--- src/core/sad_pkg.sv ---
// Constants and types shared by the system address decoder.
package sad_pkg;

  // ****************************************************************
  // Address layout
  // ****************************************************************
  localparam int ADDR_W = 32;
  localparam int BANK_MSB = 31;
  localparam int BANK_LSB = 28;
  localparam int BANK_W = BANK_MSB - BANK_LSB + 1;
  localparam int AREA_MSB = 27;
  localparam int AREA_LSB = 20;
  localparam int AREA_W = AREA_MSB - AREA_LSB + 1;
  localparam int LOCAL_W = BANK_LSB;
  localparam int EXT_AW = 26;
  localparam int EXT_CS_NUM = 6;
  localparam int EXT_IDX_W = 3;

  // ****************************************************************
  // Bank and area codes
  // ****************************************************************
  localparam logic [BANK_W-1:0] BANK_INT = 4'h0;
  localparam logic [BANK_W-1:0] BANK_EXT_FIRST = 4'h1;
  localparam logic [BANK_W-1:0] BANK_EXT_LAST = 4'h6;
  localparam logic [BANK_W-1:0] BANK_PERIPH = 4'hF;
  localparam logic [AREA_W-1:0] AREA_BOOT = 8'h00;
  localparam logic [AREA_W-1:0] AREA_ROM = 8'h01;
  localparam logic [AREA_W-1:0] AREA_SRAM = 8'h03;
  localparam logic [ADDR_W-1:0] ROM_BASE = 32'h0010_0000;
  localparam logic [ADDR_W-1:0] SRAM_BASE = 32'h0030_0000;

  // ****************************************************************
  // Internal memory sizes
  // ****************************************************************
  localparam int SRAM_BYTES = 32768;
  localparam int SRAM_AW = $clog2(SRAM_BYTES);

  // ****************************************************************
  // Chip select numbers and reset values
  // ****************************************************************
  localparam int CS_BOOT = 0;
  localparam logic [EXT_IDX_W-1:0] CS_SDRAM = 3'h1;
  localparam logic [EXT_IDX_W-1:0] CS_NAND = 3'h3;
  localparam logic REMAP_RST = 1'b0;
  localparam logic BOOT_RST = 1'b0;

  typedef enum logic [1:0] {
    TGT_INT,
    TGT_EXT,
    TGT_APB,
    TGT_NONE
  } sad_target_e;

endpackage : sad_pkg

--- src/core/sad_decoder.sv ---
// System address decoder: bank routing, internal memory decode and remap.
`timescale 1ns/100ps

module sad_decoder (
  input wire logic sys_clk,
  input wire logic nrst,
  input wire logic clk_en,
  input wire logic req_valid,
  input wire logic [sad_pkg::ADDR_W-1:0] req_addr,
  input wire logic remap_cmd,
  input wire logic boot_select_pin,
  input wire logic cs1_sdram_en,
  input wire logic cs3_nand_en,
  output logic resp_valid,
  output logic sel_rom,
  output logic sel_sram,
  output logic sel_apb,
  output logic abort_err,
  output logic ext_select_0,
  output logic ext_select_1,
  output logic ext_select_2,
  output logic ext_select_3,
  output logic ext_select_4,
  output logic ext_select_5,
  output logic sdram_select,
  output logic nand_select,
  output logic [sad_pkg::EXT_AW-1:0] ext_addr,
  output logic [sad_pkg::LOCAL_W-1:0] local_addr,
  output logic remap_done
);

  // ****************************************************************
  // Declarations
  // ****************************************************************
  sad_pkg::sad_target_e bank_tgt;
  logic [sad_pkg::EXT_IDX_W-1:0] bank_ext_idx;
  logic [sad_pkg::AREA_W-1:0] area;
  logic remap_ff;
  logic boot_meta_ff;
  logic boot_sync_ff;
  logic resp_valid_ff;
  logic rom_ff;
  logic sram_ff;
  logic apb_ff;
  logic abort_ff;
  logic sdram_ff;
  logic nand_ff;
  logic [sad_pkg::EXT_CS_NUM-1:0] ext_ff;
  logic [sad_pkg::EXT_AW-1:0] ext_addr_ff;
  logic [sad_pkg::LOCAL_W-1:0] local_ff;
  logic nxt_rom;
  logic nxt_sram;
  logic nxt_apb;
  logic nxt_abort;
  logic nxt_sdram;
  logic nxt_nand;
  logic [sad_pkg::EXT_CS_NUM-1:0] nxt_ext;
  logic [sad_pkg::LOCAL_W-1:0] nxt_local;

  // True when the offset inside a 1-Mbyte area falls within the SRAM.
  function automatic logic sram_hit(input logic [sad_pkg::ADDR_W-1:0] a);
    sram_hit = (a[sad_pkg::AREA_LSB-1:sad_pkg::SRAM_AW] == '0);
  endfunction : sram_hit

  // ****************************************************************
  // First-level decode
  // ****************************************************************
  sad_bank_decode u_bank (
    .bank(req_addr[sad_pkg::BANK_MSB:sad_pkg::BANK_LSB]),
    .target(bank_tgt),
    .ext_idx(bank_ext_idx)
  );

  // ****************************************************************
  // Boot select synchroniser
  // ****************************************************************
  // The pin is a strap from outside the clock domain, so it is sampled twice.
  always_ff @(posedge sys_clk) begin
    if (!nrst) begin
      boot_meta_ff <= sad_pkg::BOOT_RST;
      boot_sync_ff <= sad_pkg::BOOT_RST;
    end else if (clk_en) begin
      boot_meta_ff <= boot_select_pin;
      boot_sync_ff <= boot_meta_ff;
    end
  end

  // ****************************************************************
  // Remap state
  // ****************************************************************
  // A command seen together with a request affects only later requests.
  always_ff @(posedge sys_clk) begin
    if (!nrst) begin
      remap_ff <= sad_pkg::REMAP_RST;
    end else if (clk_en && remap_cmd) begin
      remap_ff <= 1'b1;
    end
  end

  // ****************************************************************
  // Second-level decode and chip select steering
  // ****************************************************************
  always_comb begin
    nxt_rom = 1'b0;
    nxt_sram = 1'b0;
    nxt_apb = 1'b0;
    nxt_abort = 1'b0;
    nxt_sdram = 1'b0;
    nxt_nand = 1'b0;
    nxt_ext = '0;
    nxt_local = '0;
    area = req_addr[sad_pkg::AREA_MSB:sad_pkg::AREA_LSB];
    unique case (bank_tgt)
      sad_pkg::TGT_INT: begin
        nxt_local = {{sad_pkg::AREA_W{1'b0}}, req_addr[sad_pkg::AREA_LSB-1:0]};
        if (area == sad_pkg::AREA_BOOT) begin
          if (remap_ff) begin
            nxt_sram = sram_hit(req_addr);
            nxt_abort = !sram_hit(req_addr);
          end else if (boot_sync_ff) begin
            nxt_rom = 1'b1;
          end else begin
            nxt_ext[sad_pkg::CS_BOOT] = 1'b1;
          end
        end else if (area == sad_pkg::AREA_ROM) begin
          nxt_rom = 1'b1;
        end else if (area == sad_pkg::AREA_SRAM && sram_hit(req_addr)) begin
          nxt_sram = 1'b1;
        end else begin
          nxt_abort = 1'b1;
        end
      end
      sad_pkg::TGT_EXT: begin
        nxt_ext[bank_ext_idx] = 1'b1;
        if (bank_ext_idx == sad_pkg::CS_SDRAM && cs1_sdram_en) begin
          nxt_ext[bank_ext_idx] = 1'b0;
          nxt_sdram = 1'b1;
        end
        nxt_nand = (bank_ext_idx == sad_pkg::CS_NAND) && cs3_nand_en;
      end
      sad_pkg::TGT_APB: begin
        nxt_apb = 1'b1;
        nxt_local = req_addr[sad_pkg::LOCAL_W-1:0];
      end
      sad_pkg::TGT_NONE: begin
        nxt_abort = 1'b1;
      end
    endcase
  end

  // ****************************************************************
  // Answer registers
  // ****************************************************************
  // Selects last one enabled cycle per taken request, so enabled idle cycles show none; a low clk_en holds them.
  always_ff @(posedge sys_clk) begin
    if (!nrst) begin
      resp_valid_ff <= 1'b0;
      rom_ff <= 1'b0;
      sram_ff <= 1'b0;
      apb_ff <= 1'b0;
      abort_ff <= 1'b0;
      sdram_ff <= 1'b0;
      nand_ff <= 1'b0;
      ext_ff <= '0;
    end else if (clk_en) begin
      resp_valid_ff <= req_valid;
      rom_ff <= req_valid && nxt_rom;
      sram_ff <= req_valid && nxt_sram;
      apb_ff <= req_valid && nxt_apb;
      abort_ff <= req_valid && nxt_abort;
      sdram_ff <= req_valid && nxt_sdram;
      nand_ff <= req_valid && nxt_nand;
      ext_ff <= req_valid ? nxt_ext : '0;
    end
  end

  // Addresses hold between requests; only the selects say they are live.
  always_ff @(posedge sys_clk) begin
    if (!nrst) begin
      ext_addr_ff <= '0;
      local_ff <= '0;
    end else if (clk_en && req_valid) begin
      ext_addr_ff <= req_addr[sad_pkg::EXT_AW-1:0];
      local_ff <= nxt_local;
    end
  end

  assign resp_valid = resp_valid_ff;
  assign sel_rom = rom_ff;
  assign sel_sram = sram_ff;
  assign sel_apb = apb_ff;
  assign abort_err = abort_ff;
  assign sdram_select = sdram_ff;
  assign nand_select = nand_ff;
  assign ext_select_0 = ext_ff[0];
  assign ext_select_1 = ext_ff[1];
  assign ext_select_2 = ext_ff[2];
  assign ext_select_3 = ext_ff[3];
  assign ext_select_4 = ext_ff[4];
  assign ext_select_5 = ext_ff[5];
  assign ext_addr = ext_addr_ff;
  assign local_addr = local_ff;
  assign remap_done = remap_ff;
endmodule : sad_decoder

--- src/core/sad_bank_decode.sv ---
// First-level bank decode of the system address decoder.
`timescale 1ns/100ps
module sad_bank_decode (
  input wire logic [sad_pkg::BANK_W-1:0] bank,
  output sad_pkg::sad_target_e target,
  output logic [sad_pkg::EXT_IDX_W-1:0] ext_idx
);

  // ****************************************************************
  // Bank classification
  // ****************************************************************
  logic [sad_pkg::BANK_W-1:0] ext_off;

  // Sixteen banks come straight from the top nibble.
  always_comb begin
    ext_off = bank - sad_pkg::BANK_EXT_FIRST;
    ext_idx = ext_off[sad_pkg::EXT_IDX_W-1:0];
    if (bank == sad_pkg::BANK_INT) begin
      target = sad_pkg::TGT_INT;
    end else if (bank >= sad_pkg::BANK_EXT_FIRST && bank <= sad_pkg::BANK_EXT_LAST) begin
      target = sad_pkg::TGT_EXT;
    end else if (bank == sad_pkg::BANK_PERIPH) begin
      target = sad_pkg::TGT_APB;
    end else begin
      target = sad_pkg::TGT_NONE;
    end
  end

endmodule : sad_bank_decode

--- config.mk ---
export PLATFORM = sky130hd
export DESIGN_NAME = sad_decoder
export DESIGN_NICKNAME = d
export VERILOG_FILES = /design/src/core/sad_pkg.sv /design/src/core/sad_decoder.sv /design/src/core/sad_bank_decode.sv
export SDC_FILE = /design/constraint.sdc
export NUM_CORES = 1
export LEC_CHECK = 0
export CORE_UTILIZATION = 70
export CTS_BUF_LIST = sky130_fd_sc_hd__clkbuf_2
export CTS_CLUSTER_SIZE = 30
export DETAILED_ROUTE_END_ITERATION = 7
export DONT_BUFFER_PORTS = 1
export PLACE_DENSITY = 0.95
export SLEW_MARGIN = 20
export SYNTH_ARGS = -nofsm -noshare
export SYNTH_HDL_FRONTEND = slang
export SYNTH_SLANG_ARGS = --single-unit
export TNS_END_PERCENT = 50
--- constraint.sdc ---
create_clock -name sys_clk -period 2.79 [get_ports sys_clk]
set_input_delay 0.4185 -clock sys_clk [delete_from_list [all_inputs] [get_ports sys_clk]]
set_output_delay 0.4185 -clock sys_clk [all_outputs]
set_load 0.005 [all_outputs]
# After elaboration in Yosys (flattened, before gate mapping)
# Index checks and enable logic that the tools add are counted.
[op_classes] add_sub_neg=1 magnitude_cmp=4 eq_ne=8 muxes=32 n_bitwise=2 reduce_logical=18
[ops] op="28-bit case mux with 2 select lines" n=1
[ops] op="1-bit 2-to-1 mux" n=23
[ops] op="1-bit logical AND" n=13
[ops] op="6-bit 2-to-1 mux" n=2
[ops] op="8-bit by 1-bit == test with 1-bit output (second input constant)" n=1
[ops] op="8-bit by 2-bit == test with 1-bit output (second input constant)" n=1
[ops] op="8-bit zero test" n=1
[ops] op="6-bit bitwise AND" n=1
[ops] op="6-bit inverter" n=1
[ops] op="5-bit zero test" n=1
[ops] op="5-bit 2-to-1 mux" n=1
[ops] op="2-bit == test (second input constant)" n=2
[ops] op="4-bit == test (second input constant)" n=1
[ops] op="4-bit by 1-bit greater-or-equal comparator with 1-bit output (second input constant)" n=1
[ops] op="4-bit by 3-bit less-or-equal comparator with 1-bit output (second input constant)" n=1
[ops] op="4-bit zero test" n=1
[ops] op="3-bit by 4-bit less-than comparator with 1-bit output (second input constant)" n=1
[ops] op="2-bit 2-to-1 mux" n=2
[ops] op="1-bit case mux with 2 select lines" n=2
[ops] op="1-bit demux with 3-bit select" n=1
[ops] op="3-bit by 1-bit == test with 1-bit output (second input constant)" n=1
[ops] op="3-bit by 2-bit == test with 1-bit output (second input constant)" n=1
[ops] op="3-bit by 1-bit greater-or-equal comparator with 1-bit output (second input constant)" n=1
[ops] op="3-bit by 1-bit subtractor with 3-bit output (second input constant)" n=1
[ops] op="3 further kinds" n=3
[totals] reg_bits=70 inputBits=40 output_inout_bits=68 wordCells=78

# Longest topological paths before layout
# Gate-level depths: netlist of the first run.
[depth] ltp_word=10 ltp_mapped=10

# Hierarchy
# Synthesis of the first run repeated with hierarchy kept, for this count alone.
[hier_totals] cells_unflattened=321 area_unflattened_um2=2940.3
[by_module_without_submodules] module="sad_decoder" instances=1 cells_each=307 area_per_inst_um2=2815.2
[by_module_without_submodules] module="sad_bank_decode" instances=1 cells_each=14 area_per_inst_um2=125.1

# Least setup slack after synthesis of the first run
# Ideal clock, no wire load.
[synth_timing] kind="input port to flip-flop" from="in req_addr[28] in the netlist's numbering" to="reg abort_ff (netlist: abort_err)" setup_time_ps=74 arrival_time_ps=1913 required_ps=2716 setup_slack_ps=803 path_stages=9 path_buffers=0 path_cell_list="inv_1 -> ha_1 -> nor4b_1 -> nor3_1 -> ha_1 -> inv_1 -> a32oi_1 -> a21bo_1 -> a31oi_1"
[synth_via] elab_chain_cells=7 word_cells_on_any_way=12 classes_between="order compare: 2; eq/ne: 2; mux: 4; reduce/logical: 4"
[synth_lines] element="start: declaration" line_no="sad_decoder.sv:9" rtl="input wire logic [sad_pkg::ADDR_W-1:0] req_addr,"
[synth_lines] element="4-bit by 1-bit greater-or-equal comparator with 1-bit output (tied with other cells)" line_no="sad_bank_decode.sv:20" rtl="end else if (bank >= sad_pkg::BANK_EXT_FIRST && bank <= sad_pkg::BANK_EXT_LAST) begin"
[synth_lines] element="1-bit logical AND / 1-bit 2-to-1 mux (equally long branches)" line_no="sad_bank_decode.sv:20, sad_bank_decode.sv:22"
[synth_lines] element="2-bit 2-to-1 mux" line_no="sad_bank_decode.sv:20"
[synth_lines] element="2-bit 2-to-1 mux *" line_no="sad_bank_decode.sv:18" rtl="if (bank == sad_pkg::BANK_INT) begin"
[synth_lines] element="2-bit == test / 2-bit zero test (equally long branches)" line_no="sad_decoder.sv:113" rtl="unique case (bank_tgt)"
[synth_lines] element="1-bit case mux with 2 select lines *" line_no="sad_decoder.sv:113"
[synth_lines] element="1-bit logical AND *" line_no="sad_decoder.sv:170" rtl="abort_ff <= req_valid && nxt_abort;"
[synth_lines] element="end signal: assignment" line_no="sad_decoder.sv:170"
[synth_lines] element="end: declaration" line_no="sad_decoder.sv:45" rtl="logic abort_ff;"
# Mark *: on every way between the ends. The rest lies on a longest branch, timed or not.
# A chain may end at the register's enable or synchronous reset.

# Worst setup path after layout of the first run
[layout_timing] from="in req_addr[28] in the netlist's numbering" to="reg ext_ff[3] in the netlist's numbering"
[layout_via] elab_chain_cells=10 word_cells_on_any_way=22 classes_between="add/sub: 1; order compare: 4; eq/ne: 3; mux: 8; bitwise: 2; reduce/logical: 4"
[layout_lines] element="3-bit by 1-bit subtractor with 3-bit output" line_no="sad_bank_decode.sv:16" rtl="ext_off = bank - sad_pkg::BANK_EXT_FIRST;"
[layout_lines] element="3-bit by 4-bit less-than comparator with 1-bit output (not written as such) / 3-bit by 1-bit greater-or-equal comparator with 1-bit output (equally long branches)" line_no="sad_decoder.sv:134, sad_decoder.sv:136"
[layout_lines] element="1-bit logical AND (not written as such)" line_no="sad_decoder.sv:134, sad_decoder.sv:136"
[layout_lines] element="1-bit 2-to-1 mux (not written as such)" line_no="sad_decoder.sv:134, sad_decoder.sv:136"
[layout_lines] element="1-bit demux with 3-bit select" line_no="sad_decoder.sv:134, sad_decoder.sv:136"
[layout_lines] element="6-bit inverter (no source line)"
[layout_lines] element="6-bit bitwise AND (no source line)"
[layout_lines] element="6-bit 2-to-1 mux" line_no="sad_decoder.sv:135" rtl="if (bank_ext_idx == sad_pkg::CS_SDRAM && cs1_sdram_en) begin"
[layout_lines] element="5-bit 2-to-1 mux *" line_no="sad_decoder.sv:113"
[layout_lines] element="6-bit 2-to-1 mux *" line_no="sad_decoder.sv:173" rtl="ext_ff <= req_valid ? nxt_ext : '0;"
[layout_lines] element="end signal: assignment" line_no="sad_decoder.sv:173"
[layout_lines] element="end: declaration" line_no="sad_decoder.sv:48" rtl="logic [sad_pkg::EXT_CS_NUM-1:0] ext_ff;"
# Marked as above.

==> impl_metrics.ini, run 1 <==
[power]
switchingPower_mw = 0.4399
p_int_mw = 1.268
swShare_pct = 25.75
comb_power_share_pct = 7.1
power_frac_clock_pct = 31.6
p_leak_nw = 1.088
peakVddDrop_uv = 338.7
pwr_density_cell_mw_per_mm2 = 555.2
pwr-share-seq_pct = 61.3

[sta]
fin_crit_sh_pct = 65.62
slew_headroom_pct = 36.15
hold_viol = 0
period_needed_ps = 1831
setup_tns_ps = 0
setup_violations = 0
worst_slack_ps = 959.2
finClkSkew_ps = 23.17
rsz0062_at_grt = false
worstMarginPinSlew_ps = 954.3
fmax_ghz = 0.5462
maxSlewViolCount = 0

[clock_network]
cts_sinks = 70
post_cts_buffers = 0
cts.clk_slew.worst_paths_ps = 200
ctsHtreeMaxLevel = 3
cts_max_path_buffers = 2
cts_tree = yes
clock_latency_ps = 490
clockRootBuffer = clkbuf_2
numCtsBuffers = 9

[worst_hold_path]
hp-class = in2reg

[critical_path]
cp_max_fo = 7
worstPathRequired_ps = 3240
critPathCaptureType = register
worstSetupPathType = in2reg
arrival_ps = 2280
start_kind = input port

[route]
viasPerCell = 6.117
drc = 0
drtAntennaViolNets = 0
firstDrtPassIters = 4
drt-wirelength-per-cell_um = 16.21
drt_iter0_drc = 158
totalWireLength_um = 6370
vias = 2404

[global_route]
grt_pass1_wl_um = 9149
antenna_found_initial = 0
grt_overflow = 0
grt_max_degree = 72
grt_usage_pct = 27.52
grt_pass1_vias = 2110

[finish]
fin_nets = 388
diodes = 0
final_cell_mix = nand2_1, dfxtp_1, a21boi_0
area_growth_pct = 3.493
largest_reg_flops = 28
drive_above_1_share_pct = 5.539
layout_commonest_cell = nand2_1

[floorplanning]
start_util_pct = 73.79
die_y_um = 67.17
die_area_mm2 = 0.004512
core_mm2 = 0.004029
ioPinCount = 108
die_width_um = 67.17
row_count = 23

[synth]
yosys_warnings = 0
syn_inst = 346
synth_nets = 395
ys_seq_area_share_pct = 47.14
synth_seq_cells = 70
ys_types = 35
syn-cell-area_mm2 = 0.002973
avgSynthCellArea_um2 = 8.592

[placement]
place_ws_ps = 487.0
place_congestion = 0.8521
dp_hpwl_um = 4125
io_buffers = 0

[outcome]
status = completed

[run]
cap_viol_max_count = 0
## area by class of cell
| type | count | area (µm²) |
|---|---|---|
| Multi-Input combinational cell | 241 | 1418 |
| Sequential cell | 70 | 1401 |
| Fill cell | 307 | 952.2 |
| Tap cell | 50 | 62.56 |
| Timing Repair Buffer | 6 | 55.05 |
| Clock inverter | 6 | 53.80 |
| Clock buffer | 9 | 45.04 |
| Inverter | 11 | 41.29 |
## what timing repair did
item / in CTS / in global routing
hold buffers: 0 / 4
gates resized for setup: 0 / 0
hold endpoints to repair: 0 / 16
setup endpoints to repair: 0 / 0
## Yosys cell counts
cell type  count  area [µm²]
nand2b_1       1       6.260
buf_6          1       11.26
nand3_1       33       165.2
buf_4          5       37.54
nor2_1         3       11.26
o21ai_1        1       5.000
mux2i_1        2       20.02
clkbuf_1      14       52.55
buf_2          3       15.01
a22oi_1        1       7.510
nor4_1         3       18.77
dfxtp_1       70        1401
a31oi_1        2       12.51
o2bb2ai_1      2       17.52
nand3_2        1       10.01
buf_1          1       3.750
a21bo_1        1       10.01
nor2b_1       10       62.56
inv_1         11       41.29
nand2_1       88       330.3
a21oi_1        5       25.02
a32oi_1        1       8.760
and3_1         1       6.260
ha_1           9       112.6
and2_1         6       37.54
xnor2_2        1       16.27
o32ai_1        3       26.28
o22ai_1        1       6.260
nor3_1         3       15.01
a41o_1         1       10.01
a21boi_1       6       45.04
a21boi_0      48       360.4
nor4b_1        3       26.28
o21a_1         4       30.03
nor3b_1        1       7.510
## final timing paths
kind                            depth (start not counted)                        start  slack [ps]                     endpoint
worst min register to register                          2  local_addr[10]$_SDFFE_PN0P_         480  local_addr[10]$_SDFFE_PN0P_
worst max-delay path                                    8                 req_addr[28]         960       ext_ff[3]$_SDFFE_PN0P_
worst max register to register                          4      remap_done$_SDFFE_PN0P_        1640        sel_sram$_SDFFE_PN0P_
worst min-delay path                                    1                         nrst          40    sdram_select$_SDFFE_PN0P_
## worst max-delay path, cell delays in order
cell and delay (ps):
inv_1 80, ha_1 260, nor4b_1 160, nor3_1 440, ha_1 320, nand3_2 130, nor4b_1 310, o21a_1 170
## routing by layer
metal / GRT usage, % / part of all wire (%)
met1: 28.65 / 39
met3: 11.66 / 10
met2: 47.00 / 49
met4: 14.10 / 2.5
met5: 0 / 0
## cells by family (layout without fill, tap and decap cells)
kind of cell / Yosys count / in the layout / share of synthesized area (%)
AND/OR/NAND/NOR: 153 / 153 / 23.44
AO/OA/AOI/OAI: 76 / 76 / 18.98
XOR/XNOR: 1 / 1 / 0.5473
adder cells (fa/ha/maj): 9 / 9 / 3.788
flip-flops: 70 / 70 / 47.14
buffers and inverters: 35 / 32 / 5.429
multiplexers: 2 / 2 / 0.6734
## per-stage QoR
stage                     total power [mW]  utilization (%)  std cells  hold slack (ps)  instance area [µm²]
after global placement               1.175            72.92        374            455.4                 2938
after CTS                            1.701            75.37        389            9.773                 3037
after global routing                 1.774            76.37        393            4.160                 3077
final                                1.708            76.37        393            40.87                 3077
after detailed placement             1.181            72.92        374            466.9                 2938
after floorplan                      1.174                -        346            447.1                 2973
## power by group through the flow
stage | clock network [mW] | logic (mW) | registers (mW)
after floorplan | 0 | 0.111 | 1.06
after global placement | 0 | 0.108 | 1.07
after detailed placement | 0 | 0.112 | 1.07
after CTS | 0.541 | 0.112 | 1.05
after global routing | 0.586 | 0.135 | 1.05
final | 0.540 | 0.121 | 1.05
Note: power is estimated with default switching activity, not from simulation.
==> run 2: changes to the inputs <==
--- a/config.mk
+++ b/config.mk
@@ -5,12 +5,12 @@
 export SDC_FILE = /design/constraint.sdc
 export NUM_CORES = 1
 export LEC_CHECK = 0
-export CORE_UTILIZATION = 70
+export CORE_UTILIZATION = 59
 export CTS_BUF_LIST = sky130_fd_sc_hd__clkbuf_2
 export CTS_CLUSTER_SIZE = 30
 export DETAILED_ROUTE_END_ITERATION = 7
 export DONT_BUFFER_PORTS = 1
-export PLACE_DENSITY = 0.95
+export PLACE_DENSITY = 0.9
 export SLEW_MARGIN = 20
 export SYNTH_ARGS = -nofsm -noshare
 export SYNTH_HDL_FRONTEND = slang
==> constraint.sdc (replaced) <==
create_clock -name sys_clk -period 1.5 [get_ports sys_clk]
set_input_delay 0.225 -clock sys_clk [delete_from_list [all_inputs] [get_ports sys_clk]]
set_output_delay 0.225 -clock sys_clk [all_outputs]
set_load 0.005 [all_outputs]
==> impl_metrics.ini, run 2 (same netlist as run 1, synthesis figures left out) <==
[sta]
finClkSkew_ps = 12.16
fmax_ghz = 0.6835
period_needed_ps = 1463
setup_violations = 0
hold_viol = 0
fin_crit_sh_pct = 97.54
rsz0062_at_grt = false
worstMarginPinSlew_ps = 465.5
maxSlewViolCount = 0
slew_headroom_pct = 68.87
hold_ws_ps = 47.77

[clock_network]
cts_sinks = 70
ctsHtreeMaxLevel = 3
post_cts_buffers = 0
cts_max_path_buffers = 2
clockRootBuffer = clkbuf_2
cts.clk_slew.worst_paths_ps = 220
numCtsBuffers = 9
clock_latency_ps = 480
cts_tree = yes

[critical_path]
cp_max_fo = 4
reg2reg_to = ext_addr[8]$_SDFFE_PN0P_
reg2reg_from = ext_addr[8]$_SDFFE_PN0P_
worstSetupStartpoint = req_addr[31]
reg2reg_depth = 3
worstSetupPathType = in2reg
arrival_ps = 1900
critPathCaptureType = register
critPathCapture = ext_ff[1]$_SDFFE_PN0P_
rrSetupSlack_ps = 260
start_kind = input port
worstPathRequired_ps = 1940

[finish]
final_cells = 454
area_growth_pct = 24.07
final_cell_mix = nand2_1, dfxtp_1, a21boi_0
largest_reg_flops = 28
fin_nets = 431
diodes = 0
finalInstanceArea_mm2 = 0.003689
layout_commonest_cell = nand2_1
drive_above_1_share_pct = 11.11

[power]
p_int_mw = 2.489
pwr_density_cell_mw_per_mm2 = 925.9
power_frac_clock_pct = 31.3
swShare_pct = 27.11
comb_power_share_pct = 11.5
peakVddDrop_uv = 668.2
switchingPower_mw = 0.9258
pwr-share-seq_pct = 57.1
p_leak_nw = 1.312

[route]
vias = 2583
firstDrtPassIters = 4
drtAntennaViolNets = 0
drc = 0
totalWireLength_um = 7363
drt-wirelength-per-cell_um = 16.22
viasPerCell = 5.689
drt_iter0_drc = 135

[global_route]
grt_pass1_wl_um = 11720
grt_pass1_vias = 2568
grt_usage_pct = 28.90
antenna_found_initial = 0
grt_overflow = 0
grt_max_degree = 66

[floorplanning]
die_y_um = 72.99
die_width_um = 72.99
core_mm2 = 0.004786
ioPinCount = 108
start_util_pct = 62.12
row_count = 25
die_area_mm2 = 0.005327

[worst_hold_path]
hp-class = in2reg

[placement]
dp_hpwl_um = 4346
io_buffers = 0
dp_cells = 396
placed_area_mm2 = 0.003136
place_congestion = 0.7949

[run]
cap_viol_max_count = 0

[outcome]
status = completed
-- run 2: cell count changes in the layout (fill, tap and decap cells not counted), moves of 3 or more --
cell | before | now
dlygate4sd3_1 | 4 | 41
inv_1 | 11 | 7
buf_12 | 0 | 3
ha_4 | 0 | 3
nor4b_1 | 3 | 0
ha_2 | 0 | 4
ha_1 | 9 | 2
-- run 2: power by group through the flow --
stage	registers [mW]	logic [mW]	clock network (mW)
final	1.95	0.394	1.07
after global routing	1.96	0.428	1.20
after CTS	1.95	0.383	1.11
after detailed placement	1.99	0.258	0
after global placement	1.99	0.249	0
after floorplan	1.98	0.239	0
-- run 2: critical path: stages --
cell	delay (ps)
dlygate4sd3_1	580
nor3_4	240
ha_2	270
nand3_2	90
o32ai_1	320
and2_1	170
-- run 2: metal layers --
layer	share of wire [%]	global-route usage (%)	vias to the layer above
met5	0	0	-
met4	2.6	16.78	0
met3	7.6	8.425	20
met2	49	48.05	104
met1	41	32.93	1218
li1	-	-	1241
-- run 2: worst min-delay path by stage --
stage	from	to	slack [ps]	depth (start not counted)
detailed placement	nrst	sel_sram$_SDFFE_PN0P_	360	1
finish	nrst	local_addr[5]$_SDFFE_PN0P_	50	2
CTS	nrst	local_addr[7]$_SDFFE_PN0P_	7	2
floorplan	req_addr[0]	ext_addr[0]$_SDFFE_PN0P_	370	2
global route	nrst	ext_ff[2]$_SDFFE_PN0P_	6	2
global placement	nrst	sel_rom$_SDFFE_PN0P_	350	1
-- run 2: final cells by class --
class	count	area, µm²
clock buffer	9	45.04
clock inverter	7	73.82
fill	331	1097
inverter	11	66.31
multi-input combinational	241	1506
sequential	70	1401
tap	67	83.83
timing repair buffer	49	511.7
-- run 2: stage by stage --
step	TNS, ps	utilization (%)	total power, mW	setup slack [ps]
finish	0	77.07	3.415	36.84
floorplan	-177.8	-	2.216	-49.22
detailed placement	-1852	65.52	2.246	-189.3
global route	0	77.07	3.588	21.68
CTS	0	76.99	3.439	53.30
global placement	-653.6	65.52	2.235	-101.3
-- run 2: what timing repair did --
item / in CTS / in global routing
gates resized for setup: 0 / 1
hold buffers: 42 / 0
hold endpoints to repair: 70 / 0
setup endpoints to repair: 0 / 2
==> run 3: changes to the inputs <==
--- a/config.mk
+++ b/config.mk
@@ -5,6 +5,7 @@
 export SDC_FILE = /design/constraint.sdc
 export NUM_CORES = 1
 export LEC_CHECK = 0
+export ABC_AREA = 1
 export CORE_UTILIZATION = 59
 export CTS_BUF_LIST = sky130_fd_sc_hd__clkbuf_2
 export CTS_CLUSTER_SIZE = 30
==> impl_metrics.ini, run 3 <==
[global_route]
grt_usage_pct = 28.71
grt_pass1_wl_um = 11500
antenna_found_initial = 0
grt_max_degree = 69
grt_overflow = 0
grt_pass1_vias = 2467

[synth]
syn_inst = 380
synth_flop_cell = dfxtp_1
ys_seq_area_share_pct = 47.70
synth_nets = 429
synth_most_common_cell = nand2_1
avgSynthCellArea_um2 = 7.731
syn-cell-area_mm2 = 0.002938
ys_types = 23
yosysTopAreaCell = dfxtp_1
yosys_warnings = 0
synth_enable_flop_cells = 0
synthTopCellsByArea = dfxtp_1, nand2_1, a21oi_1
synth.top_cell.area_share_pct = 47.70
synth_common_cells = nand2_1, dfxtp_1, a21oi_1, nand3_1, nor2_1
async_flop_share_pct = 0
synth_seq_cells = 70

[route]
drt_iter0_drc = 210
drtAntennaViolNets = 0
viasPerCell = 5.437
firstDrtPassIters = 4
drt-wirelength-per-cell_um = 15.04
totalWireLength_um = 7368
vias = 2664
drc = 0

[critical_path]
cp_cell_sequence = inv_2, ha_1, nor2_1, nand2_1, o211ai_1, nand2_2, ha_4, inv_4, nor2_4, nand4_1, a21oi_1, dlygate4sd3_1
slowest_stage = dlygate4sd3_1
reg2reg_depth = 3
path_depth = 12
worstPathRequired_ps = 1970
critPathCapture = ext_ff[2]$_SDFFE_PN0P_
critPathCaptureType = register
reg2reg_from = ext_ff[2]$_SDFFE_PN0P_
cp.buffers_inverters = 3
worstSetupStartpoint = req_addr[28]
slowest_delay_ps = 550
worstSetupPathType = in2reg
arrival_ps = 1920
cp_max_fo = 5
rrSetupSlack_ps = 300
start_kind = input port
reg2reg_to = ext_ff[2]$_SDFFE_PN0P_
critPathTopFamily = buffers and inverters

[floorplanning]
ioPinCount = 108
core_mm2 = 0.004755
die_area_mm2 = 0.005266
die_width_um = 72.57
row_count = 25
die_y_um = 72.57
start_util_pct = 61.79

[placement]
io_buffers = 0
place_congestion = 0.7691
dp_cells = 433
dp_hpwl_um = 4533

[sta]
slew_headroom_pct = 68.52
period_needed_ps = 1444
hold_ws_ps = 29.43
finClkSkew_ps = 28.89
fmax_ghz = 0.6926
fin_crit_sh_pct = 96.25
worstMarginPinSlew_ps = 471.7
maxSlewViolCount = 0
setup_violations = 0
hold_viol = 0

[finish]
diodes = 0
layout_commonest_cell = nand2_1
fin_nets = 467
final_cell_mix = nand2_1, dfxtp_1, a21oi_1
drive_above_1_share_pct = 15.84
area_growth_pct = 21.42
largest_reg_flops = 28
final_cells = 490

[power]
pwr_density_cell_mw_per_mm2 = 1004
power.total_mw = 3.580
peakVddDrop_uv = 566.8
p_leak_nw = 1.315

[clock_network]
cts_tree = yes
cts_max_path_buffers = 2
clock_latency_ps = 510
cts_sinks = 70
numCtsBuffers = 9
cts.clk_slew.worst_paths_ps = 200
ctsHtreeMaxLevel = 3
clockRootBuffer = clkbuf_2

[outcome]
status = completed

[worst_hold_path]
hp-class = in2reg

[run]
cap_viol_max_count = 0
==> run 3: cell types whose count changed after synthesis, sizes merged, moves of 4 or more <==
cell | previous run | this run
a21boi | 54 | 0
a21oi | 5 | 69
and2 | 6 | 0
buf | 10 | 16
clkbuf | 14 | 7
inv | 11 | 20
nand2 | 88 | 119
nand4 | 0 | 4
nor2 | 3 | 23
nor2b | 10 | 0
o21a | 4 | 0
==> run 3: worst min path at each step <==
stage | start | to | depth (start not counted)
finish | req_addr[21] | sel_rom$_SDFFE_PN0P_ | 5
global route | nrst | ext_ff[5]$_SDFFE_PN0P_ | 3
CTS | req_addr[21] | sel_rom$_SDFFE_PN0P_ | 5
detailed placement | boot_select_pin | boot_meta_ff$_SDFFE_PN0P_ | 2
global placement | nrst | boot_meta_ff$_SDFFE_PN0P_ | 2
floorplan | boot_select_pin | boot_meta_ff$_SDFFE_PN0P_ | 2
==> run 3: logic make-up (layout without fill, tap and decap cells) <==
kind of cell             after synthesis  count (layout)  share of synthesized area, %
AND/OR/NAND/NOR                      183             183                         27.09
flip-flops                            70              70                         47.70
buffers and inverters                 43              86                         6.857
AO/OA/AOI/OAI                         75              75                         14.52
adder cells (fa/ha/maj)                9               9                         3.833
==> run 3: routing by layer <==
layer  vias up  track usage [%]  part of all wire, %
li1       1311                -                    -
met1      1234            33.30                   40
met2       106            48.60                   50
met3        13            10.97                  8.0
met4         0            9.586                  1.8
met5         -                0                    0
==> run 3: where the power goes <==
group | switching [mW] | total (mW) | leakage, nW | internal (mW)
combinational | 0.225 | 0.386 | 0.672 | 0.161
sequential | 0.0388 | 1.95 | 0.568 | 1.91
clock | 0.692 | 1.24 | 0.0745 | 0.551
==> run 3: tightest hold or removal path, cell delays in order <==
cell,delay (ps)
nor2_1,20
nand4_1,90
nand2_1,60
nand3_1,70
a21oi_1,50
==> run 3: layout make-up <==
| type | count | area (µm²) |
|---|---|---|
| clock buffer | 9 | 45.04 |
| fill | 384 | 1187 |
| clock inverter | 7 | 96.34 |
| timing repair buffer | 50 | 480.5 |
| multi-input combinational | 267 | 1380 |
| tap | 67 | 83.83 |
| sequential | 70 | 1401 |
| inverter | 20 | 80.08 |
==> run 3: timing repair <==
item,4_1_cts,5_1_grt
gates resized for setup,0,1
setup buffers,0,4
endpoints found under the hold margin,64,0
setup endpoints to repair,0,1
hold buffers,37,0
==> run 3: per-stage QoR <==
step | area, µm² | setup TNS (ps) | setup WS [ps] | utilization [%]
after floorplan | 2987 | -34.31 | -19.47 | -
after global placement | 3023 | -130.8 | -20.72 | 63.58
after detailed placement | 3023 | -1400 | -139.8 | 63.58
after CTS | 3535 | 0 | 47.11 | 74.34
after global routing | 3567 | -2.725 | -2.725 | 75.03
final | 3567 | 0 | 56.26 | 75.03
